File: config.mk
export PLATFORM = sky130hd
export DESIGN_NAME = twm_engine
export DESIGN_NICKNAME = d
export VERILOG_FILES = /design/src/twm_pkg.sv /design/src/twm_engine.sv
export SDC_FILE = /design/constraint.sdc
export NUM_CORES = 1
export LEC_CHECK = 0
export BUFFER_PORTS_ARGS = -buffer_cell sky130_fd_sc_hd__buf_2
export CAP_MARGIN = 20
export CORE_ASPECT_RATIO = 1.4
export CORE_MARGIN = 1
export CORE_UTILIZATION = 52
export CTS_CLUSTER_DIAMETER = 80
export DETAILED_ROUTE_END_ITERATION = 12
export PLACE_DENSITY = 0.72
export RECOVER_POWER = 25
export SLEW_MARGIN = 5
export SYNTH_ARGS = -nofsm -noshare
export SYNTH_HDL_FRONTEND = slang
export SYNTH_SLANG_ARGS = --single-unit
File: constraint.sdc
create_clock -name clk_i -period 5.7 [get_ports clk_i]
set_clock_uncertainty 0.15 [all_clocks]
set_input_delay 0.57 -clock clk_i [delete_from_list [all_inputs] [get_ports clk_i]]
set_output_delay 0.57 -clock clk_i [all_outputs]
set_load 0.01 [all_outputs]
File: src/twm_pkg.sv
// Shared constants, carriers and state codes of the two-wire master byte engine
package twm_pkg;

  // ---------------------------------------------------------------
  // Widths and counts
  // ---------------------------------------------------------------
  localparam int          TWM_BYTE_W     = 8;
  localparam int          TWM_FIFO_DEPTH = 8;
  localparam int          TWM_CNT_W      = 9;
  localparam logic [3:0]  TWM_LAST_BIT   = 4'h8;
  localparam logic [8:0]  TWM_CNT_RST    = 9'h000;

  // ---------------------------------------------------------------
  // Operating-mode select code for two-wire operation
  // ---------------------------------------------------------------
  localparam logic [1:0]  TWM_MODE_TWOWIRE = 2'h2;

  // ---------------------------------------------------------------
  // Carriers
  // ---------------------------------------------------------------
  // Bus status word, bit 7 down to bit 0
  typedef struct packed {
    logic address_phase_event;
    logic byte_done_event;
    logic stop_done;
    logic arbitration_lost_flag;
    logic ack_received_flag;
    logic slave_selected;
    logic rx_mode;
    logic busy;
  } twm_status_t;

  localparam twm_status_t TWM_STATUS_RST = 8'h00;

  // Clock-line low/high periods and data hold, in system clocks
  typedef struct packed {
    logic [7:0] clk_low_period_reg;
    logic [7:0] clk_high_period_reg;
    logic [7:0] data_hold_reg;
  } twm_timing_t;

  // ---------------------------------------------------------------
  // Engine states
  // ---------------------------------------------------------------
  typedef enum logic [3:0] {
    TWM_IDLE    = 4'b0000,
    TWM_START   = 4'b0001,
    TWM_LOW     = 4'b0010,
    TWM_HIGH    = 4'b0011,
    TWM_HOLD    = 4'b0100,
    TWM_FEED    = 4'b0101,
    TWM_RSTART  = 4'b0110,
    TWM_RS_HIGH = 4'b0111,
    TWM_STOP    = 4'b1000,
    TWM_STOP_H  = 4'b1001,
    TWM_STOP_E  = 4'b1010,
    TWM_SLV     = 4'b1011,
    TWM_SLV_ACK = 4'b1100,
    TWM_DONE    = 4'b1101
  } twm_state_t;

endpackage

File: src/twm_engine.sv
// Two-wire master byte engine with its transmit byte FIFO
//
// How it works
// - Every handled bus event raises the interrupt, except a finished START or a lost arbitration without own-address match.
// - Interrupt sets the flag; any status write clears it.
// - Clock line stays low while the interrupt is pending, except for the stop interrupt.
// - Status word describes the bus state while the flag is set.
// - Four roles exist; the winning master decides which applies.
// - Two-wire mode code plus enable bit activates the engine.
// - Data byte carries address and payload; address bit 0 is direction.
// - Clock low and high times come from the period settings.
// - Data line changes a programmed delay after each clock fall.
// - Start command sends START then shifts out the data byte.
// - Address acknowledge is sampled in the ninth clock high.
// - Mastership kept after address: interrupt regardless of ack, clock held.
// - Arbitration loss sets the flag; matching address with ack enabled continues as slave.
// - Arbitration runs through data bytes; loss sets flag and idles.
// - Finished byte raises byte interrupt and holds the clock low.
// - Stop command before release makes STOP, then a stop interrupt.
// - New address with start command before release makes repeated START.
// - Direction bit after repeated START picks receiver or transmitter.
// - Ack enable decides whether a received byte is acknowledged.
// - Received-ack flag reports whether the remote acknowledged.
// - After STOP, status flags end; a write clears status and idles.
// - Hold delay equals hold setting times system clock period; the engine changes the data line one system clock later than that.
// - START is data falling with clock high; STOP is data rising.
`timescale 1ns/1ps
`default_nettype none

// ---------------------------------------------------------------
// Byte FIFO
// ---------------------------------------------------------------
module twm_fifo #(
  parameter int WIDTH = 8,
  parameter int DEPTH = 8
) (
  input  wire logic             clk_i,     // System clock
  input  wire logic             rst_i,     // Synchronous reset
  input  wire logic             clr_i,     // Flush contents
  input  wire logic             in_valid_i, // Write request
  input  wire logic [WIDTH-1:0] in_data_i, // Write data
  output logic                  in_ready_o, // Room available
  output logic                  out_valid_i_unused_o, // Word available
  output logic      [WIDTH-1:0] out_data_o, // Head word
  input  wire logic             out_ready_i // Head taken
);
  localparam int AW = (DEPTH > 1) ? $clog2(DEPTH) : 1;

  logic [WIDTH-1:0] mem [DEPTH];
  logic [AW-1:0]    wr_ptr;
  logic [AW-1:0]    rd_ptr;
  logic [AW:0]      count;
  logic             push;
  logic             pop;

  // Handshakes and head word
  assign in_ready_o           = (count != (AW+1)'(DEPTH));
  assign out_valid_i_unused_o = (count != '0);
  assign out_data_o           = mem[rd_ptr];
  assign push                 = in_valid_i && in_ready_o;
  assign pop                  = out_ready_i && out_valid_i_unused_o;

  // Storage
  always_ff @(posedge clk_i)
  begin
    if (push)
      mem[wr_ptr] <= in_data_i;
  end

  // Pointers and fill level
  always_ff @(posedge clk_i)
  begin
    if (rst_i || clr_i)
    begin
      wr_ptr <= '0;
      rd_ptr <= '0;
      count  <= '0;
    end
    else
    begin
      if (push)
        wr_ptr <= (wr_ptr == AW'(DEPTH - 1)) ? '0 : wr_ptr + AW'(1);
      if (pop)
        rd_ptr <= (rd_ptr == AW'(DEPTH - 1)) ? '0 : rd_ptr + AW'(1);
      count <= count + (AW+1)'(push) - (AW+1)'(pop);
    end
  end
endmodule

// ---------------------------------------------------------------
// Engine
// ---------------------------------------------------------------
module twm_engine #(
  parameter int FIFO_DEPTH = 8
) (
  input  wire logic               clk_i,             // System clock, 125 MHz
  input  wire logic               rst_i,             // Synchronous reset
  input  wire logic [1:0]         unit_op_select_i,  // Operating-mode select
  input  wire logic               unit_enable_bit_i, // Unit enable
  input  wire twm_pkg::twm_timing_t timing_i,        // Periods and hold
  input  wire logic [6:0]         own_address_field_i, // Own slave address
  input  wire logic               ack_enable_bit_i,  // Acknowledge enable
  input  wire logic               start_cmd_i,       // Start command pulse
  input  wire logic               stop_cmd_i,        // Stop command pulse
  input  wire logic               status_wr_i,       // Status write pulse
  input  wire logic               tx_valid_i,        // Data byte offered
  input  wire logic [7:0]         tx_data_i,         // Data byte
  output logic                    tx_ready_o,        // FIFO has room
  output logic [7:0]              rx_data_o,         // Received byte
  output logic                    rx_valid_o,        // Received byte pulse
  output logic                    twowire_irq_flag_o, // Interrupt flag
  output twm_pkg::twm_status_t    bus_status_o,      // Bus status word
  input  wire logic               clock_line_i,      // Clock line level
  output logic                    clock_line_o,      // Clock line value
  output logic                    clock_line_oe_o,   // Clock line pulled low
  input  wire logic               data_line_i,       // Data line level
  output logic                    data_line_o,       // Data line value
  output logic                    data_line_oe_o     // Data line pulled low
);
  import twm_pkg::*;

  twm_state_t           state;
  twm_status_t          st;
  logic [TWM_CNT_W-1:0] cnt;
  logic [3:0]           bitn;
  logic [7:0]           sh;
  logic [7:0]           rxsh;
  logic                 addr_ph;
  logic                 rx_dir;
  logic                 scl_drv;
  logic                 sda_drv;
  logic                 irq;
  logic                 start_pend;
  logic                 stop_pend;
  logic                 act;
  logic [2:0]           scl_sync;
  logic [2:0]           sda_sync;
  logic                 scl_lvl;
  logic                 sda_lvl;
  logic                 scl_prev;
  logic                 f_valid;
  logic [7:0]           f_data;
  logic                 pop;
  logic                 tx_bit;
  logic                 drv_bit;
  logic                 low_done;
  logic                 high_done;
  logic                 hold_hit;

  assign act = (unit_op_select_i == TWM_MODE_TWOWIRE) && unit_enable_bit_i;

  // Open-drain pins: only ever pull low
  assign clock_line_o       = 1'b0;
  assign data_line_o        = 1'b0;
  assign clock_line_oe_o    = scl_drv;
  assign data_line_oe_o     = sda_drv;
  assign twowire_irq_flag_o = irq;
  assign bus_status_o       = st;

  // Transmit byte buffer
  twm_fifo #(
    .WIDTH (TWM_BYTE_W),
    .DEPTH (FIFO_DEPTH)
  ) u_fifo (
    .clk_i                (clk_i),
    .rst_i                (rst_i),
    .clr_i                (!act),
    .in_valid_i           (tx_valid_i),
    .in_data_i            (tx_data_i),
    .in_ready_o           (tx_ready_o),
    .out_valid_i_unused_o (f_valid),
    .out_data_o           (f_data),
    .out_ready_i          (pop)
  );

  // Line synchronisers; a change counts once stages two and three agree
  always_ff @(posedge clk_i)
  begin
    if (rst_i)
    begin
      scl_sync <= 3'h7;
      sda_sync <= 3'h7;
      scl_lvl  <= 1'b1;
      sda_lvl  <= 1'b1;
    end
    else
    begin
      scl_sync <= {scl_sync[1:0], clock_line_i};
      sda_sync <= {sda_sync[1:0], data_line_i};
      if (scl_sync[1] == scl_sync[2])
        scl_lvl <= scl_sync[2];
      if (sda_sync[1] == sda_sync[2])
        sda_lvl <= sda_sync[2];
    end
  end

  // Bit timing and the bit to drive
  always_comb
  begin
    tx_bit    = addr_ph || !rx_dir;
    drv_bit   = (bitn < TWM_LAST_BIT) ? (tx_bit && !sh[7])
                                      : (!tx_bit && ack_enable_bit_i);
    hold_hit  = (cnt == {1'b0, timing_i.data_hold_reg});
    low_done  = (cnt >= {1'b0, timing_i.clk_low_period_reg})
                && (cnt > {1'b0, timing_i.data_hold_reg});
    high_done = scl_lvl && (cnt >= {1'b0, timing_i.clk_high_period_reg});
  end

  // FIFO head taken on a new START or a data byte going out
  always_comb
  begin
    case (state)
      TWM_IDLE:    pop = start_pend && f_valid && scl_lvl && sda_lvl;
      TWM_RS_HIGH: pop = high_done && f_valid;
      TWM_FEED:    pop = f_valid;
      default:     pop = 1'b0;
    endcase
  end

  // Command bits; a new command wins over its consumption
  always_ff @(posedge clk_i)
  begin
    if (rst_i || !act)
    begin
      start_pend <= 1'b0;
      stop_pend  <= 1'b0;
    end
    else
    begin
      start_pend <= start_cmd_i || (start_pend && !(pop &&
                    (state == TWM_IDLE || state == TWM_RS_HIGH)));
      stop_pend  <= stop_cmd_i || (stop_pend &&
                    !(state == TWM_HOLD && status_wr_i));
    end
  end

  // Bus engine, status and interrupt flag
  always_ff @(posedge clk_i)
  begin
    if (rst_i || !act)
    begin
      state     <= TWM_IDLE;
      st        <= TWM_STATUS_RST;
      cnt       <= TWM_CNT_RST;
      bitn      <= 4'h0;
      sh        <= 8'h00;
      rxsh      <= 8'h00;
      addr_ph   <= 1'b0;
      rx_dir    <= 1'b0;
      scl_drv   <= 1'b0;
      sda_drv   <= 1'b0;
      irq       <= 1'b0;
      rx_data_o <= 8'h00;
      rx_valid_o <= 1'b0;
      scl_prev  <= 1'b1;
    end
    else
    begin
      rx_valid_o <= 1'b0;
      scl_prev   <= scl_lvl;
      // Status write clears the flag; later sets below win
      if (status_wr_i)
      begin
        irq                      <= 1'b0;
        st.address_phase_event   <= 1'b0;
        st.byte_done_event       <= 1'b0;
        st.arbitration_lost_flag <= 1'b0;
      end
      case (state)
        TWM_IDLE:
        begin
          scl_drv <= 1'b0;
          sda_drv <= 1'b0;
          if (pop)
          begin
            sh      <= f_data;
            rx_dir  <= f_data[0];
            addr_ph <= 1'b1;
            sda_drv <= 1'b1;
            cnt     <= TWM_CNT_RST;
            state   <= TWM_START;
          end
        end
        TWM_START:
        begin
          cnt <= cnt + 9'h001;
          if (cnt >= {1'b0, timing_i.clk_high_period_reg})
          begin
            scl_drv <= 1'b1;
            st.busy <= 1'b1;
            cnt     <= TWM_CNT_RST;
            bitn    <= 4'h0;
            state   <= TWM_LOW;
          end
        end
        TWM_LOW:
        begin
          cnt <= cnt + 9'h001;
          if (hold_hit)
            sda_drv <= drv_bit;
          if (low_done)
          begin
            scl_drv <= 1'b0;
            cnt     <= TWM_CNT_RST;
            state   <= TWM_HIGH;
          end
        end
        TWM_HIGH:
        begin
          if (scl_lvl)
            cnt <= cnt + 9'h001;
          if (high_done)
          begin
            cnt <= TWM_CNT_RST;
            if (bitn < TWM_LAST_BIT && tx_bit && !sda_drv && !sda_lvl)
            begin
              st.arbitration_lost_flag <= 1'b1;
              st.busy <= 1'b0;
              rxsh    <= {rxsh[6:0], sda_lvl};
              bitn    <= bitn + 4'h1;
              state   <= addr_ph ? TWM_SLV : TWM_IDLE;
            end
            else if (bitn < TWM_LAST_BIT)
            begin
              rxsh    <= {rxsh[6:0], sda_lvl};
              sh      <= {sh[6:0], 1'b0};
              bitn    <= bitn + 4'h1;
              scl_drv <= 1'b1;
              state   <= TWM_LOW;
            end
            else
            begin
              scl_drv    <= 1'b1;
              irq        <= 1'b1;
              st.rx_mode <= rx_dir;
              if (tx_bit)
                st.ack_received_flag <= !sda_lvl;
              if (addr_ph)
                st.address_phase_event <= 1'b1;
              else
                st.byte_done_event <= 1'b1;
              if (!addr_ph && rx_dir)
              begin
                rx_data_o  <= rxsh;
                rx_valid_o <= 1'b1;
              end
              state <= TWM_HOLD;
            end
          end
        end
        TWM_HOLD:
        begin
          if (status_wr_i)
          begin
            addr_ph <= 1'b0;
            bitn    <= 4'h0;
            cnt     <= TWM_CNT_RST;
            if (stop_pend)
              state <= TWM_STOP;
            else if (start_pend)
              state <= TWM_RSTART;
            else if (rx_dir)
              state <= TWM_LOW;
            else
              state <= TWM_FEED;
          end
        end
        TWM_FEED:
        begin
          if (f_valid)
          begin
            sh    <= f_data;
            state <= TWM_LOW;
          end
        end
        TWM_RSTART:
        begin
          cnt <= cnt + 9'h001;
          if (hold_hit)
            sda_drv <= 1'b0;
          if (low_done)
          begin
            scl_drv <= 1'b0;
            cnt     <= TWM_CNT_RST;
            state   <= TWM_RS_HIGH;
          end
        end
        TWM_RS_HIGH:
        begin
          if (scl_lvl && !high_done)
            cnt <= cnt + 9'h001;
          if (pop)
          begin
            sh      <= f_data;
            rx_dir  <= f_data[0];
            addr_ph <= 1'b1;
            sda_drv <= 1'b1;
            cnt     <= TWM_CNT_RST;
            state   <= TWM_START;
          end
        end
        TWM_STOP:
        begin
          cnt <= cnt + 9'h001;
          if (hold_hit)
            sda_drv <= 1'b1;
          if (low_done)
          begin
            scl_drv <= 1'b0;
            cnt     <= TWM_CNT_RST;
            state   <= TWM_STOP_H;
          end
        end
        TWM_STOP_H:
        begin
          if (scl_lvl)
            cnt <= cnt + 9'h001;
          if (high_done)
          begin
            sda_drv <= 1'b0;
            cnt     <= TWM_CNT_RST;
            state   <= TWM_STOP_E;
          end
        end
        TWM_STOP_E:
        begin
          cnt <= cnt + 9'h001;
          if (cnt >= {1'b0, timing_i.clk_high_period_reg})
          begin
            irq          <= 1'b1;
            st.stop_done <= 1'b1;
            st.busy      <= 1'b0;
            state        <= TWM_DONE;
          end
        end
        TWM_SLV:
        begin
          // Follow the winning master to the end of the address byte
          if (scl_lvl && !scl_prev && bitn < TWM_LAST_BIT)
          begin
            rxsh <= {rxsh[6:0], sda_lvl};
            bitn <= bitn + 4'h1;
          end
          if (!scl_lvl && scl_prev && bitn == TWM_LAST_BIT)
          begin
            if (ack_enable_bit_i && rxsh[7:1] == own_address_field_i)
            begin
              sda_drv <= 1'b1;
              state   <= TWM_SLV_ACK;
            end
            else
              state <= TWM_IDLE;
          end
        end
        TWM_SLV_ACK:
        begin
          if (!scl_lvl && scl_prev)
          begin
            scl_drv           <= 1'b1;
            sda_drv           <= 1'b0;
            irq               <= 1'b1;
            st.slave_selected <= 1'b1;
            state             <= TWM_DONE;
          end
        end
        TWM_DONE:
        begin
          if (status_wr_i)
          begin
            scl_drv <= 1'b0;
            sda_drv <= 1'b0;
            st      <= TWM_STATUS_RST;
            state   <= TWM_IDLE;
          end
        end
        default:
          state <= TWM_IDLE;
      endcase
    end
  end
endmodule

`default_nettype wire

# Yosys cells after proc, flatten, opt, wreduce, memory -nomap -nowiden
# Memories as Yosys holds them, arrays and structs flattened. A register that Yosys moved wholly into a read port is not among the register bits.
# Index checks and enable logic that the tools add are counted.
totals:
  regBits: 76
  mem_bits_rw: 64
  in_bits: 51
  memories: 1
op_classes:
  n_addsub: 6
  n_lt_le_gt_ge: 4
  n_eq_ne: 51
  muxes: 105
  n_bitwise: 4
  reduce_logical: 74
mem_list:
  columns: ["memory", "depth", "width", "read_ports", "rd_clocked_by_memory_dff", "wr", "line_no", "source"]
  rows:
  - ["u_fifo.mem", 8, 8, 1, 1, 1, "twm_engine.sv:49", "logic [WIDTH-1:0] mem [DEPTH];"]
op_table:
  columns: ["operator", "count"]
  rows:
  - ["4-bit two-way mux", 22]
  - ["8-bit two-way mux", 10]
  - ["9-bit two-way mux", 8]
  - ["9-bit one-hot mux with 7 select lines", 1]
  - ["4-bit one-hot mux with 13 select lines", 1]
  - ["2-bit inequality test (second input constant)", 24]
  - ["1-bit two-way mux", 36]
  - ["4-bit equality test (second input constant)", 7]
  - ["1-bit logical AND", 25]
  - ["8-bit one-hot mux with 3 select lines", 1]
  - ["6-bit AND reduction", 4]
  - ["3-bit two-way mux", 7]
  - ["9-bit by 8-bit >= comparator with 1-bit output", 2]
  - ["4-bit by 3-bit equality test with 1-bit output (second input constant)", 4]
  - ["4-bit one-hot mux with 4 select lines", 1]
  - ["8-bit one-hot mux with 2 select lines", 1]
  - ["5-bit AND reduction", 3]
  - ["13-bit AND reduction", 1]
  - ["1-bit logical NOT", 12]
  - ["2-bit two-way mux", 6]
  - ["4-bit nonzero test", 3]
  - ["10-bit AND reduction", 1]
  - ["2-bit nonzero test", 5]
  - ["9-bit by 1-bit adder with 9-bit output (second input constant)", 1]
  - ["other kinds (38)", 58]

# Logic depth before layout (Yosys ltp)
# Gate-level depths: netlist (run 1).
depth:
  depth_word: 9
  depth_mapped: 15
  depth_no_buf: 15

# By module
# A second synthesis (run 1) with hierarchy kept.
hier_totals:
  cells_unflattened: 709
  area_unflattened_um2: 7444.6
by_module_without_submodules:
  columns: ["mod", "instances", "cells_each", "area_per_inst_um2", "seq_area_each_um2"]
  rows:
  - ["twm_engine", 1, 539, 4280.4, 1321.3]
  - ["twm_fifo", 1, 170, 3164.3, 2182.1]

# Least setup slack after synthesis (run 1)
# Ideal clock, no wire load.
synth_timing:
  kind: "input port to flip-flop"
  from: "input port timing_i[14] in the netlist's numbering"
  to: "register u_fifo.count[2]"
  setup_ps: 128
  arrival_time_ps: 3197
  required_ps: 5422
  path_slack_ps: 2226
  stages: 15
  path_buffers: 0
  cell_sequence: "inv_1 > ha_1 > a21o_1 > a211oi_2 > o311ai_4 > a31oi_1 > or2_2 > inv_2 > ha_1 > inv_1 > ha_1 > inv_1 > fa_1 > xor2_1 > nor2_1"
synth_between:
  elab_chain_cells: 6
synth_lines:
  columns: ["item", "line_no", "source"]
  rows:
  - ["start: declaration", "twm_engine.sv:100", "input wire twm_pkg::twm_timing_t timing_i,"]
  - ["9-bit by 8-bit >= comparator with 1-bit output", "twm_engine.sv:206", "high_done = scl_lvl && (cnt >= {1'b0, timing_i.clk_high_period_reg});"]
  - ["1-bit logical AND", "twm_engine.sv:206", null]
  - ["1-bit logical AND", "twm_engine.sv:214", "TWM_RS_HIGH: pop = high_done && f_valid;"]
  - ["1-bit one-hot mux with 3 select lines", "twm_engine.sv:212", "case (state)"]
  - ["1-bit logical AND", "twm_engine.sv:61", "assign pop = out_ready_i && out_valid_i_unused_o;"]
  - ["net u_fifo.pop", "twm_engine.sv:54", "logic pop;"]
  - ["4-bit by 1-bit subtractor with 4-bit output", "twm_engine.sv:85", "count <= count + (AW+1)'(push) - (AW+1)'(pop);"]
  - ["end signal: assignment", "twm_engine.sv:85", null]
  - ["end: declaration", "twm_engine.sv:52", "logic [AW:0] count;"]
# The timed path passes the listed nets, and every way through them passes these cells.
# A chain may end at the register's enable or synchronous reset.

# Final worst setup path (run 1)
layout_timing:
  from: "register cnt[0]"
  to: "register u_fifo.count[2]"
layout_between:
  elab_chain_cells: 6
layout_lines:
  columns: ["item", "line_no", "source"]
  rows:
  - ["start: declaration", "twm_engine.sv:124", "logic [TWM_CNT_W-1:0] cnt;"]
  - ["start signal: assignment", "twm_engine.sv:286", "cnt <= cnt + 9'h001;"]
  - ["start signal: assignment", "twm_engine.sv:298", "cnt <= cnt + 9'h001;"]
  - ["start signal: assignment", "twm_engine.sv:311", "cnt <= cnt + 9'h001;"]
  - ["9-bit by 8-bit >= comparator with 1-bit output", "twm_engine.sv:206", null]
  - ["1-bit logical AND", "twm_engine.sv:206", null]
  - ["1-bit logical AND", "twm_engine.sv:214", null]
  - ["1-bit one-hot mux with 3 select lines", "twm_engine.sv:212", null]
  - ["1-bit logical AND", "twm_engine.sv:61", null]
  - ["net u_fifo.pop", "twm_engine.sv:54", null]
  - ["4-bit by 1-bit subtractor with 4-bit output", "twm_engine.sv:85", null]
# The timed path passes the listed nets, and every way through them passes these cells.

==> results of run 1 <==
-- cell usage after synthesis (4+ instances only) --
master	count	share of area (%)
sky130_fd_sc_hd__nand3_1	18	1.2
sky130_fd_sc_hd__xnor2_1	8	0.96
sky130_fd_sc_hd__nor3_1	22	1.5
sky130_fd_sc_hd__o21ai_0	19	1.3
sky130_fd_sc_hd__nand2b_1	10	0.86
sky130_fd_sc_hd__mux2i_1	26	3.6
sky130_fd_sc_hd__nor3b_1	4	0.41
sky130_fd_sc_hd__buf_2	13	0.89
sky130_fd_sc_hd__a31oi_1	13	1.1
sky130_fd_sc_hd__ha_1	37	6.4
sky130_fd_sc_hd__o2111ai_1	10	1.2
sky130_fd_sc_hd__dfxtp_1	79	22
sky130_fd_sc_hd__o211ai_1	14	1.4
sky130_fd_sc_hd__nor2b_1	8	0.69
sky130_fd_sc_hd__nand3b_1	4	0.41
sky130_fd_sc_hd__buf_4	4	0.41
sky130_fd_sc_hd__inv_1	44	2.3
sky130_fd_sc_hd__or3_1	8	0.69
sky130_fd_sc_hd__or2_2	10	0.86
sky130_fd_sc_hd__a21oi_1	39	2.7
sky130_fd_sc_hd__mux4_2	16	5.0
sky130_fd_sc_hd__buf_1	5	0.26
sky130_fd_sc_hd__nand4_1	8	0.69
sky130_fd_sc_hd__o21a_1	7	0.72
sky130_fd_sc_hd__nor2_1	67	3.5
sky130_fd_sc_hd__a21o_1	7	0.72
sky130_fd_sc_hd__clkbuf_1	18	0.93
sky130_fd_sc_hd__a211oi_1	5	0.52
sky130_fd_sc_hd__edfxtp_1	64	26
sky130_fd_sc_hd__o22ai_1	4	0.34
sky130_fd_sc_hd__nand2_1	58	3.0
-- layout make-up --
type	instances	area share, %
multi-input cells	482	41.3
flip-flops and latches	143	41.8
clock buffers	17	5.08
well taps	182	2.72
inverters	45	2.02
clock inverters	15	1.91
repair buffers	80	5.17
-- flip-flops by register name (all words and copies together), names as in the netlist, 3 cells and up, named ones only --
register and count:
sda_sync 3, sh 8, bitn 4, u_fifo.wr_ptr 3, u_fifo.rd_ptr 3, u_fifo.count 4, rxsh 8, cnt 9
u_fifo.mem 64, bus_status_o 8, scl_sync 3, rx_data_o 8, state 4
-- final timing paths --
check                             startpoint         endpoint  slack [ns]  cells after the start
worst min register to register   scl_sync[0]      scl_sync[1]        0.26                      1
worst max register to register        cnt[0]  u_fifo.count[2]        1.67                     15
worst max-delay path                  cnt[0]  u_fifo.count[2]        1.67                     15
worst min-delay path            clock_line_i      scl_sync[0]        0.18                      2
-- logic make-up (layout without fill, tap and decap cells) --
group                      count (synthesis)  count (layout)
AOI/OAI and AO/OA                        151             151
xor gates and xnor gates                   9               9
adders and majority gates                 38              38
buffers and inverters                     85             157
DFF                                      143             143
muxes                                     44              44
other                                      1               2
and+or+nand+nor                          238             238
-- per-layer routing --
| metal | share of wire [%] | vias to the layer above | GRT usage [%] | routed length (um) |
|---|---|---|---|---|
| met1 | 39 | 2663 | 27.3 | 6340 |
| met4 | 3.0 | 0 | 11.0 | 492 |
| li1 | - | 2727 | - | - |
| met5 | 0 | - | 0 | 0 |
| met3 | 4.4 | 38 | 4.76 | 715 |
| met2 | 54 | 178 | 42.7 | 8690 |
-- report_power, final --
group	total (mW)	leakage, nW	internal (mW)	switching, mW
Sequential	1.08	1.22	1.08	0.00242
Combinational	0.0690	1.72	0.0309	0.0381
Clock	1.08	0.286	0.588	0.493
Total	2.23	3.23	1.69	0.534
-- per-stage QoR --
stage	setup slack, ns	utilization [%]	cells	instance area (um^2)	power, mW
CTS	1.68	61.8	963	8360	2.25
global route	1.47	62.0	964	8370	2.30
finish	1.67	62.0	964	8370	2.23
detailed placement	1.53	57.5	931	7770	1.17
floorplan	2.23	-	710	7280	1.14
global placement	1.63	57.5	931	7770	1.17
-- critical path, stage by stage, from the launching register on --
cell and delay [ns]:
sky130_fd_sc_hd__dfxtp_1 0.39, sky130_fd_sc_hd__inv_1 0.10, sky130_fd_sc_hd__ha_1 0.27, sky130_fd_sc_hd__nand2b_1 0.09
sky130_fd_sc_hd__a31oi_1 0.13, sky130_fd_sc_hd__o311ai_4 0.72, sky130_fd_sc_hd__a31oi_1 0.38, sky130_fd_sc_hd__or2_2 0.42
sky130_fd_sc_hd__inv_2 0.08, sky130_fd_sc_hd__ha_1 0.22, sky130_fd_sc_hd__inv_1 0.06, sky130_fd_sc_hd__ha_1 0.17
sky130_fd_sc_hd__inv_1 0.06, sky130_fd_sc_hd__fa_1 0.41, sky130_fd_sc_hd__xor2_1 0.16, sky130_fd_sc_hd__nor2_1 0.06
==> impl_metrics.prom, run 1 <==
# TYPE chip_impl_metric gauge
chip_impl_info{name="final_common_cell",value="sky130_fd_sc_hd__dfxtp_1"} 1
chip_impl_metric{name="synthAdderAreaFrac",unit="%"} 6.63
chip_impl_metric{name="hold_viol",unit=""} 0
chip_impl_metric{name="post_syn_area",unit="mm^2"} 0.00728
chip_impl_metric{name="critical_path.max_fanout",unit=""} 16
chip_impl_info{name="crit_path_end_kind",value="flop"} 1
chip_impl_metric{name="synth.yosys.seq_area_share",unit="%"} 48.1
chip_impl_metric{name="dp.final_hpwl",unit="um"} 11500
chip_impl_metric{name="fin_nets",unit=""} 858
chip_impl_metric{name="clk_path_buf_depth",unit=""} 2
chip_impl_info{name="cts_tree",value="done"} 1
chip_impl_metric{name="antennaDiodeCount",unit=""} 0
chip_impl_metric{name="postRouteAntennaNets",unit=""} 0
chip_impl_metric{name="avgRoutedWirePerCell",unit="um"} 16.8
chip_impl_metric{name="antenna_violations_before_repair",unit=""} 0
chip_impl_metric{name="cts_sinks",unit=""} 143
chip_impl_metric{name="synth_warnings",unit=""} 0
chip_impl_metric{name="cts-hold-fix-buffers",unit=""} 0
chip_impl_metric{name="grt_overflow",unit=""} 0
chip_impl_metric{name="areaGrowthSynthToFinish",unit="%"} 15.0
chip_impl_metric{name="max_freq",unit="MHz"} 248
chip_impl_metric{name="place_congestion",unit=""} 0.930
chip_impl_info{name="clock_tree.root_cell",value="sky130_fd_sc_hd__clkbuf_16"} 1
chip_impl_metric{name="post_cts.repair.setup_buffers",unit=""} 0
chip_impl_metric{name="drc",unit=""} 0
chip_impl_info{name="crit_type",value="reg2reg"} 1
chip_impl_metric{name="via_count",unit=""} 5606
chip_impl_metric{name="flip_flop_and_latch_count_after_synthesis",unit=""} 143
chip_impl_info{name="worst_hold_path_type",value="in2reg"} 1
chip_impl_metric{name="dr.pass1.iters",unit=""} 4
chip_impl_info{name="mostFrequentLayoutCells",value="sky130_fd_sc_hd__dfxtp_1 (79), sky130_fd_sc_hd__nor2_1 (67), sky130_fd_sc_hd__edfxtp_1 (64), sky130_fd_sc_hd__buf_2 (63), sky130_fd_sc_hd__nand2_1 (58)"} 1
chip_impl_metric{name="post_synth_xor_xnor_area",unit="%"} 1.08
chip_impl_metric{name="synth-compound-area-share",unit="%"} 14.2
chip_impl_metric{name="grt_pass1_vias",unit=""} 5495
chip_impl_metric{name="final_routed_wirelength_across_all_metal_layers",unit="um"} 16200
chip_impl_metric{name="syn_avg_cell_area",unit="um^2"} 10.3
chip_impl_metric{name="async_reset_ff_share",unit="%"} 0
chip_impl_metric{name="maxCapViolations",unit=""} 0
chip_impl_metric{name="fillers",unit=""} 1135
chip_impl_info{name="main_combinational_cell_family_by_area_after_synthesis",value="simple AND/OR/NAND/NOR gates"} 1
chip_impl_info{name="worst_setup_path_start_kind",value="flop"} 1
chip_impl_metric{name="fp.dieW",unit="um"} 102
chip_impl_metric{name="power_density",unit="mW/mm^2"} 266
chip_impl_metric{name="cts_inserted_buffers",unit=""} 17
chip_impl_metric{name="clkLatencyLatePin",unit="ns"} 0.42
chip_impl_metric{name="cp.arrival",unit="ns"} 4.16
chip_impl_metric{name="hold_ws",unit="ns"} 0.180
chip_impl_metric{name="cts.repair.resized",unit=""} 0
chip_impl_metric{name="grt_first_pass_wirelength",unit="um"} 26600
chip_impl_metric{name="final.period_utilization",unit="%"} 70.7
chip_impl_metric{name="transition_at_the_pin_with_the_smallest_max_transition_slack",unit="ns"} 1.00
chip_impl_metric{name="worst-endpoint-required",unit="ns"} 5.83
chip_impl_metric{name="core.rowCount",unit=""} 50
chip_impl_metric{name="grt_util_all_layers",unit="%"} 24.0
chip_impl_metric{name="post_drt_via_cell_ratio",unit=""} 5.82
chip_impl_metric{name="maximum_number_of_pins_on_one_net_before_global_route_repair",unit=""} 57
chip_impl_metric{name="h-tree-depth",unit=""} 4
chip_impl_info{name="grt_setup_unrepaired",value="false"} 1
chip_impl_metric{name="multi_input_area",unit="mm^2"} 0.00345
chip_impl_metric{name="sequential_cell_area",unit="mm^2"} 0.00350
chip_impl_metric{name="peakVddDrop",unit="uV"} 286
chip_impl_metric{name="core-area",unit="mm^2"} 0.0135
chip_impl_metric{name="synth.area.mux_share",unit="%"} 8.83
chip_impl_metric{name="port-buffer-count",unit=""} 71
chip_impl_info{name="status",value="finished, final reports clean"} 1
chip_impl_metric{name="first_iter_violations",unit=""} 224
chip_impl_metric{name="static-leakage-power",unit="nW"} 3.23
chip_impl_metric{name="effective_utilization_at_floorplan",unit="%"} 53.9
chip_impl_metric{name="height_of_the_chip",unit="um"} 142
chip_impl_metric{name="maxSlewHeadroom",unit="%"} 33.0
chip_impl_metric{name="finalSetupViolations",unit=""} 0
chip_impl_metric{name="post_synth_inst_count",unit=""} 709
chip_impl_metric{name="synth_edf_count",unit=""} 64
chip_impl_metric{name="top_level_ports",unit=""} 74
chip_impl_metric{name="layout_min_cycle_time",unit="ns"} 4.03
chip_impl_metric{name="post_synth_and_or_nand_nor_area_fraction",unit="%"} 16.2
chip_impl_metric{name="synth_cell_types",unit=""} 72
chip_impl_metric{name="path_clk_slew",unit="ns"} 0.07
chip_impl_metric{name="total_negative_setup_slack",unit="ns"} 0
chip_impl_metric{name="timing.final.max_slew_violations",unit=""} 0
chip_impl_info{name="dominantRegCellSynth",value="sky130_fd_sc_hd__dfxtp_1"} 1
chip_impl_metric{name="final_layout_size_suffix_gt1_share",unit="%"} 18.5
chip_impl_metric{name="die_area",unit="mm^2"} 0.0145
No activity file was read; power rests on OpenSTA's default activity.
==> run 2: changes to the inputs <==
==> constraint.sdc (replaced) <==
create_clock -name clk_i -period 4.05 [get_ports clk_i]
set_clock_uncertainty 0.15 [all_clocks]
set_input_delay 0.405 -clock clk_i [delete_from_list [all_inputs] [get_ports clk_i]]
set_output_delay 0.405 -clock clk_i [all_outputs]
set_load 0.01 [all_outputs]
==> run 2 against run 1 <==
Against the previous run:
- routed wire length rose by 1.6%
- cell count rose by 1.1%
- highest routed layer unchanged
- combinational power rose by 44%
- count of clock-buffer cells in the layout rose by 1
- worst hold slack got worse by 0.16 ns
==> impl_metrics.prom, run 2 (synthesis results as in run 1) <==
# TYPE chip_impl_metric gauge
chip_impl_info{name="status",value="finished, final reports clean"} 1
chip_impl_metric{name="total_negative_setup_slack",unit="ns"} 0
chip_impl_metric{name="antenna_violations_before_repair",unit=""} 0
chip_impl_metric{name="max_freq",unit="MHz"} 289
chip_impl_metric{name="port-buffer-count",unit=""} 71
chip_impl_info{name="cpLargestDelayFamily",value="adder cells"} 1
chip_impl_metric{name="place_congestion",unit=""} 0.944
chip_impl_metric{name="maxCapViolations",unit=""} 0
chip_impl_metric{name="finalSetupViolations",unit=""} 0
chip_impl_metric{name="critPathMaxStageDelay",unit="ns"} 0.42
chip_impl_metric{name="postRouteAntennaNets",unit=""} 0
chip_impl_metric{name="die_area",unit="mm^2"} 0.0145
chip_impl_metric{name="first_iter_violations",unit=""} 301
chip_impl_metric{name="grt_overflow",unit=""} 0
chip_impl_metric{name="power.net_switching",unit="mW"} 0.687
chip_impl_metric{name="dp.final_hpwl",unit="um"} 11900
chip_impl_metric{name="cts_inserted_buffers",unit=""} 17
chip_impl_info{name="regToRegEndpoint",value="u_fifo.count[2]"} 1
chip_impl_metric{name="core.rowCount",unit=""} 50
chip_impl_metric{name="maximum_number_of_pins_on_one_net_before_global_route_repair",unit=""} 57
chip_impl_metric{name="largest_register_ffs",unit=""} 64
chip_impl_metric{name="hold_ws",unit="ns"} 0.0168
chip_impl_metric{name="r2r_slack",unit="ns"} 0.59
chip_impl_metric{name="static-leakage-power",unit="nW"} 3.27
chip_impl_metric{name="drc",unit=""} 0
chip_impl_info{name="clock_tree.root_cell",value="sky130_fd_sc_hd__clkbuf_16"} 1
chip_impl_metric{name="final.period_utilization",unit="%"} 85.4
chip_impl_info{name="hold_path_startpoint",value="data_line_i"} 1
chip_impl_info{name="crit_type",value="reg2reg"} 1
chip_impl_metric{name="pwr-share-comb",unit="%"} 3.2
chip_impl_metric{name="final_routed_wirelength_across_all_metal_layers",unit="um"} 16500
chip_impl_metric{name="cts-hold-fix-buffers",unit=""} 1
chip_impl_metric{name="core-area",unit="mm^2"} 0.0135
chip_impl_metric{name="grt_util_all_layers",unit="%"} 24.3
chip_impl_metric{name="clkLatencyLatePin",unit="ns"} 0.43
chip_impl_metric{name="avgRoutedWirePerCell",unit="um"} 16.9
chip_impl_info{name="critPathSlowestCell",value="sky130_fd_sc_hd__fa_1"} 1
chip_impl_metric{name="power_density",unit="mW/mm^2"} 374
chip_impl_metric{name="effective_utilization_at_floorplan",unit="%"} 53.9
chip_impl_metric{name="hold_viol",unit=""} 0
chip_impl_metric{name="grt_first_pass_wirelength",unit="um"} 26800
chip_impl_metric{name="holdPathStages",unit=""} 2
chip_impl_info{name="worst_hold_path_type",value="in2reg"} 1
chip_impl_metric{name="maxSlewHeadroom",unit="%"} 41.9
chip_impl_metric{name="areaGrowthSynthToFinish",unit="%"} 16.2
chip_impl_metric{name="transition_at_the_pin_with_the_smallest_max_transition_slack",unit="ns"} 0.868
chip_impl_metric{name="clockPowerShare",unit="%"} 48.8
chip_impl_metric{name="worst-endpoint-required",unit="ns"} 4.19
chip_impl_metric{name="post_drt_via_cell_ratio",unit=""} 5.85
chip_impl_metric{name="dr.pass1.iters",unit=""} 5
chip_impl_metric{name="fin_nets",unit=""} 869
chip_impl_info{name="mostFrequentLayoutCells",value="sky130_fd_sc_hd__dfxtp_1 (79), sky130_fd_sc_hd__nor2_1 (67), sky130_fd_sc_hd__edfxtp_1 (64), sky130_fd_sc_hd__buf_2 (63), sky130_fd_sc_hd__nand2_1 (58)"} 1
chip_impl_metric{name="via_count",unit=""} 5701
chip_impl_metric{name="layout_min_cycle_time",unit="ns"} 3.46
chip_impl_metric{name="height_of_the_chip",unit="um"} 142
chip_impl_info{name="top_register",value="u_fifo.mem"} 1
chip_impl_metric{name="switching_power_as_a_share_of_total_power",unit="%"} 21.7
chip_impl_info{name="r2r_start",value="cnt[0]"} 1
chip_impl_metric{name="critical_path.max_fanout",unit=""} 6
chip_impl_metric{name="cp.arrival",unit="ns"} 3.60
chip_impl_info{name="worstHoldEndpoint",value="sda_sync[0]"} 1
chip_impl_metric{name="path_clk_slew",unit="ns"} 0.06
chip_impl_metric{name="fp.dieW",unit="um"} 102
chip_impl_metric{name="top_level_ports",unit=""} 74
chip_impl_metric{name="grt_pass1_vias",unit=""} 5618
chip_impl_metric{name="critical_path_buf_inv_count",unit=""} 5
chip_impl_info{name="crit_chain",value="inv_1 -> ha_1 -> nand2b_1 -> a31oi_1 -> o311ai_4 -> a31oi_1 -> buf_4 -> or2_2 -> inv_2 -> ha_1 -> inv_1 -> ha_1 -> inv_1 -> fa_1 -> xor2_1 -> nor2_1"} 1
chip_impl_info{name="final_common_cell",value="sky130_fd_sc_hd__dfxtp_1"} 1
chip_impl_metric{name="internal_power_summed_over_all_cells",unit="mW"} 2.48
chip_impl_metric{name="peakVddDrop",unit="uV"} 503
chip_impl_info{name="top_regs",value="u_fifo.mem: 64 flops, cnt: 9 flops"} 1
chip_impl_metric{name="cts_sinks",unit=""} 143
chip_impl_metric{name="seqPwrFrac",unit="%"} 48.0
chip_impl_metric{name="rr_worst_depth",unit=""} 16
chip_impl_metric{name="clk_path_buf_depth",unit=""} 2
chip_impl_metric{name="final_layout_size_suffix_gt1_share",unit="%"} 19.2
chip_impl_metric{name="h-tree-depth",unit=""} 4
chip_impl_info{name="grt_setup_unrepaired",value="false"} 1
chip_impl_metric{name="cts.repair.resized",unit=""} 0
chip_impl_info{name="crit_path_end_kind",value="flop"} 1
chip_impl_metric{name="post_cts.repair.setup_buffers",unit=""} 0
chip_impl_metric{name="antennaDiodeCount",unit=""} 0
chip_impl_metric{name="timing.final.max_slew_violations",unit=""} 0
chip_impl_info{name="cts_tree",value="done"} 1
chip_impl_info{name="worst_setup_path_start_kind",value="flop"} 1
[run 2: changes by cell type in the layout (fill, tap and decap cells not counted), moves of 2 or more]
cell,before,now
sky130_fd_sc_hd__clkinvlp_4,1,4
sky130_fd_sc_hd__bufinv_16,0,2
sky130_fd_sc_hd__inv_8,6,1
sky130_fd_sc_hd__clkinv_8,2,0
sky130_fd_sc_hd__buf_4,8,17
[run 2: layer usage]
layer / global-route usage [%] / wire length (um) / up-vias
met1: 27.2 / 6570 / 2703
met5: 0 / 0 / -
met3: 4.57 / 741 / 51
met4: 14.4 / 672 / 0
met2: 42.3 / 8530 / 194
li1: - / - / 2753
[run 2: power by group through the flow]
stage	Clock, mW	Combinational (mW)	Sequential [mW]
floorplan	0	0.0514	1.55
global placement	0	0.0950	1.55
detailed placement	0	0.0998	1.55
CTS	1.57	0.101	1.52
global route	1.63	0.111	1.52
finish	1.54	0.0997	1.52
[run 2: layout make-up]
class	count	area [um^2]
repair buffers	91	522
flip-flops and latches	143	3500
fillers	1129	5050
well taps	182	228
inverters	45	169
clock inverters	14	158
clock buffers	18	429
multi-input cells	482	3450
[run 2: how the worst max path moves through the flow]
stage	from	end	cells past startpoint	slack, ns
3_3_place_gp	timing_i[15]	u_fifo.count[2]	17	0.67
4_1_cts	cnt[0]	u_fifo.count[2]	16	0.59
6_report	cnt[0]	u_fifo.count[2]	16	0.59
3_5_place_dp	timing_i[15]	u_fifo.count[2]	17	0.56
5_1_grt	cnt[2]	u_fifo.count[2]	15	0.35
2_1_floorplan	timing_i[14]	u_fifo.count[2]	15	0.74
[run 2: stage by stage]
step           instance area, um^2  power, mW  util [%]  instances  worst slack, ns
2_1_floorplan                 7280       1.60         -        710            0.741
3_3_place_gp                  7830       1.64      58.0        940            0.669
3_5_place_dp                  7830       1.65      58.0        940            0.564
4_1_cts                       8430       3.18      62.4        973            0.589
5_1_grt                       8460       3.26      62.6        975            0.351
6_report                      8460       3.16      62.6        975            0.590
==> run 3: changes to the inputs <==
--- a/config.mk
+++ b/config.mk
@@ -17,4 +17,5 @@
 export SLEW_MARGIN = 5
 export SYNTH_ARGS = -nofsm -noshare
 export SYNTH_HDL_FRONTEND = slang
+export SYNTH_HIERARCHICAL = 1
 export SYNTH_SLANG_ARGS = --single-unit
==> run 3 against run 2 <==
Against the previous run:
- design area is 1.4% higher
- worst setup slack gained 0.072 ns
- sequential power barely moved
- worst hold slack gained 0.0058 ns
- combinational power shrank 4.4%
- core utilization fell by 1.2 points
- sequential share of layout area down 0.57 points
- register-to-register slack improved by 0.07 ns
- power up 2.2%
- synthesized cell count unchanged
- sequential cell count did not move
- routed wire length is 2.5% higher
==> impl_metrics.prom, run 3 <==
# TYPE chip_impl_metric gauge
chip_impl_info{name="grt_setup_unrepaired",value="false"} 1
chip_impl_metric{name="dp.cells",unit=""} 941
chip_impl_metric{name="max_freq",unit="MHz"} 295
chip_impl_metric{name="timing.final.max_slew_violations",unit=""} 0
chip_impl_metric{name="post_syn_area",unit="mm^2"} 0.00744
chip_impl_info{name="crit_type",value="reg2reg"} 1
chip_impl_info{name="dominantRegCellSynth",value="sky130_fd_sc_hd__dfxtp_1"} 1
chip_impl_metric{name="core-area",unit="mm^2"} 0.0140
chip_impl_metric{name="postRouteAntennaNets",unit=""} 0
chip_impl_info{name="final_common_cell",value="sky130_fd_sc_hd__dfxtp_1"} 1
chip_impl_metric{name="areaGrowthSynthToFinish",unit="%"} 15.2
chip_impl_metric{name="place_congestion",unit=""} 0.934
chip_impl_metric{name="total_power",unit="mW"} 3.23
chip_impl_metric{name="post_drt_via_cell_ratio",unit=""} 5.77
chip_impl_metric{name="multi_input_area",unit="mm^2"} 0.00362
chip_impl_metric{name="maxSlewHeadroom",unit="%"} 34.5
chip_impl_metric{name="grt_first_pass_wirelength",unit="um"} 26800
chip_impl_metric{name="flip_flop_and_latch_count_after_synthesis",unit=""} 143
chip_impl_metric{name="layout_min_cycle_time",unit="ns"} 3.39
chip_impl_metric{name="sequential_cell_area",unit="mm^2"} 0.00350
chip_impl_metric{name="path_clk_slew",unit="ns"} 0.07
chip_impl_metric{name="post_synth_xor_xnor_area",unit="%"} 1.06
chip_impl_metric{name="grt_util_all_layers",unit="%"} 24.1
chip_impl_info{name="main_combinational_cell_family_by_area_after_synthesis",value="simple AND/OR/NAND/NOR gates"} 1
chip_impl_metric{name="die_area",unit="mm^2"} 0.0148
chip_impl_metric{name="final_routed_wirelength_across_all_metal_layers",unit="um"} 16900
chip_impl_info{name="top_cells_by_instance_count_after_synthesis",value="sky130_fd_sc_hd__dfxtp_1 (79), sky130_fd_sc_hd__edfxtp_1 (64), sky130_fd_sc_hd__nand2_1 (60), sky130_fd_sc_hd__nor2_1 (57), sky130_fd_sc_hd__a21oi_1 (51)"} 1
chip_impl_metric{name="first_iter_violations",unit=""} 317
chip_impl_metric{name="synth-compound-area-share",unit="%"} 14.0
chip_impl_metric{name="fp.dieW",unit="um"} 103
chip_impl_info{name="cts_tree",value="done"} 1
chip_impl_metric{name="grt_overflow",unit=""} 0
chip_impl_metric{name="total_negative_setup_slack",unit="ns"} 0
chip_impl_metric{name="synth.area.mux_share",unit="%"} 9.90
chip_impl_info{name="worst_setup_path_start_kind",value="flop"} 1
chip_impl_metric{name="synth_cell_types",unit=""} 77
chip_impl_metric{name="drc",unit=""} 0
chip_impl_metric{name="avgRoutedWirePerCell",unit="um"} 17.4
chip_impl_info{name="synth_top_area_cell",value="sky130_fd_sc_hd__edfxtp_1"} 1
chip_impl_metric{name="cts_inserted_buffers",unit=""} 17
chip_impl_info{name="post_synth_main_area_contributors",value="sky130_fd_sc_hd__edfxtp_1 (26%), sky130_fd_sc_hd__dfxtp_1 (21%), sky130_fd_sc_hd__ha_1 (6.2%)"} 1
chip_impl_metric{name="via_count",unit=""} 5616
chip_impl_info{name="status",value="finished, final reports clean"} 1
chip_impl_metric{name="peakVddDrop",unit="uV"} 375
chip_impl_metric{name="syn_avg_cell_area",unit="um^2"} 10.5
chip_impl_metric{name="cts-hold-fix-buffers",unit=""} 0
chip_impl_metric{name="dp.final_hpwl",unit="um"} 11900
chip_impl_info{name="mostFrequentLayoutCells",value="sky130_fd_sc_hd__dfxtp_1 (79), sky130_fd_sc_hd__edfxtp_1 (64), sky130_fd_sc_hd__buf_2 (63), sky130_fd_sc_hd__nand2_1 (60), sky130_fd_sc_hd__nor2_1 (57)"} 1
chip_impl_metric{name="maximum_number_of_pins_on_one_net_before_global_route_repair",unit=""} 58
chip_impl_metric{name="final_layout_size_suffix_gt1_share",unit="%"} 19.8
chip_impl_metric{name="cp.arrival",unit="ns"} 3.58
chip_impl_metric{name="async_reset_ff_share",unit="%"} 0
chip_impl_metric{name="post_synth_and_or_nand_nor_area_fraction",unit="%"} 16.7
chip_impl_metric{name="fillers",unit=""} 1113
chip_impl_metric{name="port-buffer-count",unit=""} 71
chip_impl_metric{name="effective_utilization_at_floorplan",unit="%"} 53.3
chip_impl_metric{name="finalSetupViolations",unit=""} 0
chip_impl_metric{name="top_level_ports",unit=""} 74
chip_impl_metric{name="clk_path_buf_depth",unit=""} 2
chip_impl_metric{name="hold_viol",unit=""} 0
chip_impl_info{name="top_register",value="u_fifo/mem"} 1
chip_impl_info{name="crit_path_end_kind",value="flop"} 1
chip_impl_metric{name="post_synth_inst_count",unit=""} 709
chip_impl_metric{name="placement.setup.worst_slack",unit="ns"} 0.606
chip_impl_metric{name="synthAdderAreaFrac",unit="%"} 6.49
chip_impl_metric{name="dr.pass1.iters",unit=""} 5
chip_impl_metric{name="post_cts.repair.setup_buffers",unit=""} 0
chip_impl_metric{name="final.setup.worst_slack",unit="ns"} 0.661
chip_impl_metric{name="h-tree-depth",unit=""} 4
chip_impl_metric{name="postLayoutCoreUtil",unit="%"} 61.4
chip_impl_metric{name="antenna_violations_before_repair",unit=""} 0
chip_impl_metric{name="core.rowCount",unit=""} 51
chip_impl_info{name="synth_most_common_cell",value="sky130_fd_sc_hd__dfxtp_1"} 1
chip_impl_metric{name="cts_sinks",unit=""} 143
chip_impl_metric{name="stdcell_count",unit=""} 974
chip_impl_metric{name="worst-endpoint-required",unit="ns"} 4.24
chip_impl_info{name="worst_hold_path_type",value="in2reg"} 1
chip_impl_metric{name="largest_register_ffs",unit=""} 64
chip_impl_metric{name="netlist.area_leader.share",unit="%"} 25.8
chip_impl_metric{name="fin_nets",unit=""} 865
chip_impl_metric{name="transition_at_the_pin_with_the_smallest_max_transition_slack",unit="ns"} 0.979
chip_impl_metric{name="antennaDiodeCount",unit=""} 0
chip_impl_info{name="clock_tree.root_cell",value="sky130_fd_sc_hd__clkbuf_16"} 1
chip_impl_metric{name="synth_warnings",unit=""} 6
chip_impl_metric{name="maxCapViolations",unit=""} 0
chip_impl_metric{name="height_of_the_chip",unit="um"} 144
chip_impl_metric{name="final.period_utilization",unit="%"} 83.7
chip_impl_info{name="top_regs",value="u_fifo/mem: 64 flops, cnt: 9 flops"} 1
chip_impl_metric{name="clkLatencyLatePin",unit="ns"} 0.42
chip_impl_metric{name="synth_edf_count",unit=""} 64
chip_impl_metric{name="critical_path.max_fanout",unit=""} 7
chip_impl_metric{name="cts.repair.resized",unit=""} 0
chip_impl_metric{name="static-leakage-power",unit="nW"} 3.29
chip_impl_metric{name="power_density",unit="mW/mm^2"} 377
chip_impl_metric{name="grt_pass1_vias",unit=""} 5494
chip_impl_metric{name="synth.yosys.seq_area_share",unit="%"} 47.1
==> run 3: cell count changes in the layout (fill, tap and decap cells not counted), moves of 5 or more <==
cell                        delta
sky130_fd_sc_hd__mux4_1       +15
sky130_fd_sc_hd__mux4_2       -15
sky130_fd_sc_hd__a21oi_1      +12
sky130_fd_sc_hd__nand3_1      +11
sky130_fd_sc_hd__nor2_1       -10
sky130_fd_sc_hd__o2111ai_1     -9
sky130_fd_sc_hd__inv_1         -8
sky130_fd_sc_hd__and3_1        +7
sky130_fd_sc_hd__mux2_2        +6
sky130_fd_sc_hd__nand2b_1      -6
sky130_fd_sc_hd__o21a_1        -6
sky130_fd_sc_hd__a31oi_1       -5
sky130_fd_sc_hd__buf_4         -5
sky130_fd_sc_hd__nor3_2        +5
==> run 3: worst paths after layout <==
kind	startpoint	end	slack (ns)	depth (start not counted)
setup / recovery	cnt[7]	u_fifo/count[2]	0.66	13
hold / removal	clock_line_i	scl_sync[0]	0.02	2
setup reg to reg	cnt[7]	u_fifo/count[2]	0.66	13
hold reg to reg	scl_sync[0]	scl_sync[1]	0.26	1
==> run 3: metal layers <==
| metal | track usage, % | wire, um |
|---|---|---|
| met1 | 25.4 | 6530 |
| met2 | 44.5 | 9050 |
| met3 | 5.11 | 711 |
| met4 | 11.4 | 627 |
| met5 | 0 | 0 |
==> run 3: worst max-delay path: stages, from the launching register on <==
cell	delay (ns)
sky130_fd_sc_hd__dfxtp_1	0.46
sky130_fd_sc_hd__ha_1	0.31
sky130_fd_sc_hd__a211oi_1	0.26
sky130_fd_sc_hd__nand2_1	0.14
sky130_fd_sc_hd__a211o_1	0.36
sky130_fd_sc_hd__a21oi_2	0.16
sky130_fd_sc_hd__inv_1	0.09
sky130_fd_sc_hd__and2_1	0.18
sky130_fd_sc_hd__ha_1	0.28
sky130_fd_sc_hd__inv_1	0.04
sky130_fd_sc_hd__ha_1	0.20
sky130_fd_sc_hd__fa_1	0.41
sky130_fd_sc_hd__xnor2_1	0.13
sky130_fd_sc_hd__nor3_1	0.13
==> run 3: metrics by stage <==
step	instance area, um^2	hold WS [ns]
global route	8580	0.0188
CTS	8570	0.0131
global placement	7950	0.241
finish	8580	0.0226
detailed placement	7950	0.247
floorplan	7450	0.239
==> run 3: cells by family after synthesis <==
group           after synthesis
buf+inv                      76
compound gates              149
flops                       143
mux                          47
simple gates                246
xor+xnor                      9
other cells                   1
fa+ha+maj                    38
==> run 3: power by group <==
part | switching, mW | internal, mW | leakage [nW] | total (mW)
clock network | 0.675 | 0.943 | 0.303 | 1.62
registers | 0.00369 | 1.51 | 1.22 | 1.52
logic | 0.0523 | 0.0430 | 1.77 | 0.0953
total | 0.731 | 2.50 | 3.29 | 3.23
==> run 3: area by class of cell <==
class                   count  area share, %
flip-flops and latches    143           40.9
repair buffers             84           5.31
inverters                  39           1.71
well taps                 185           2.70
multi-input cells         491           42.2
clock inverters            15           2.28
clock buffers              17           4.96
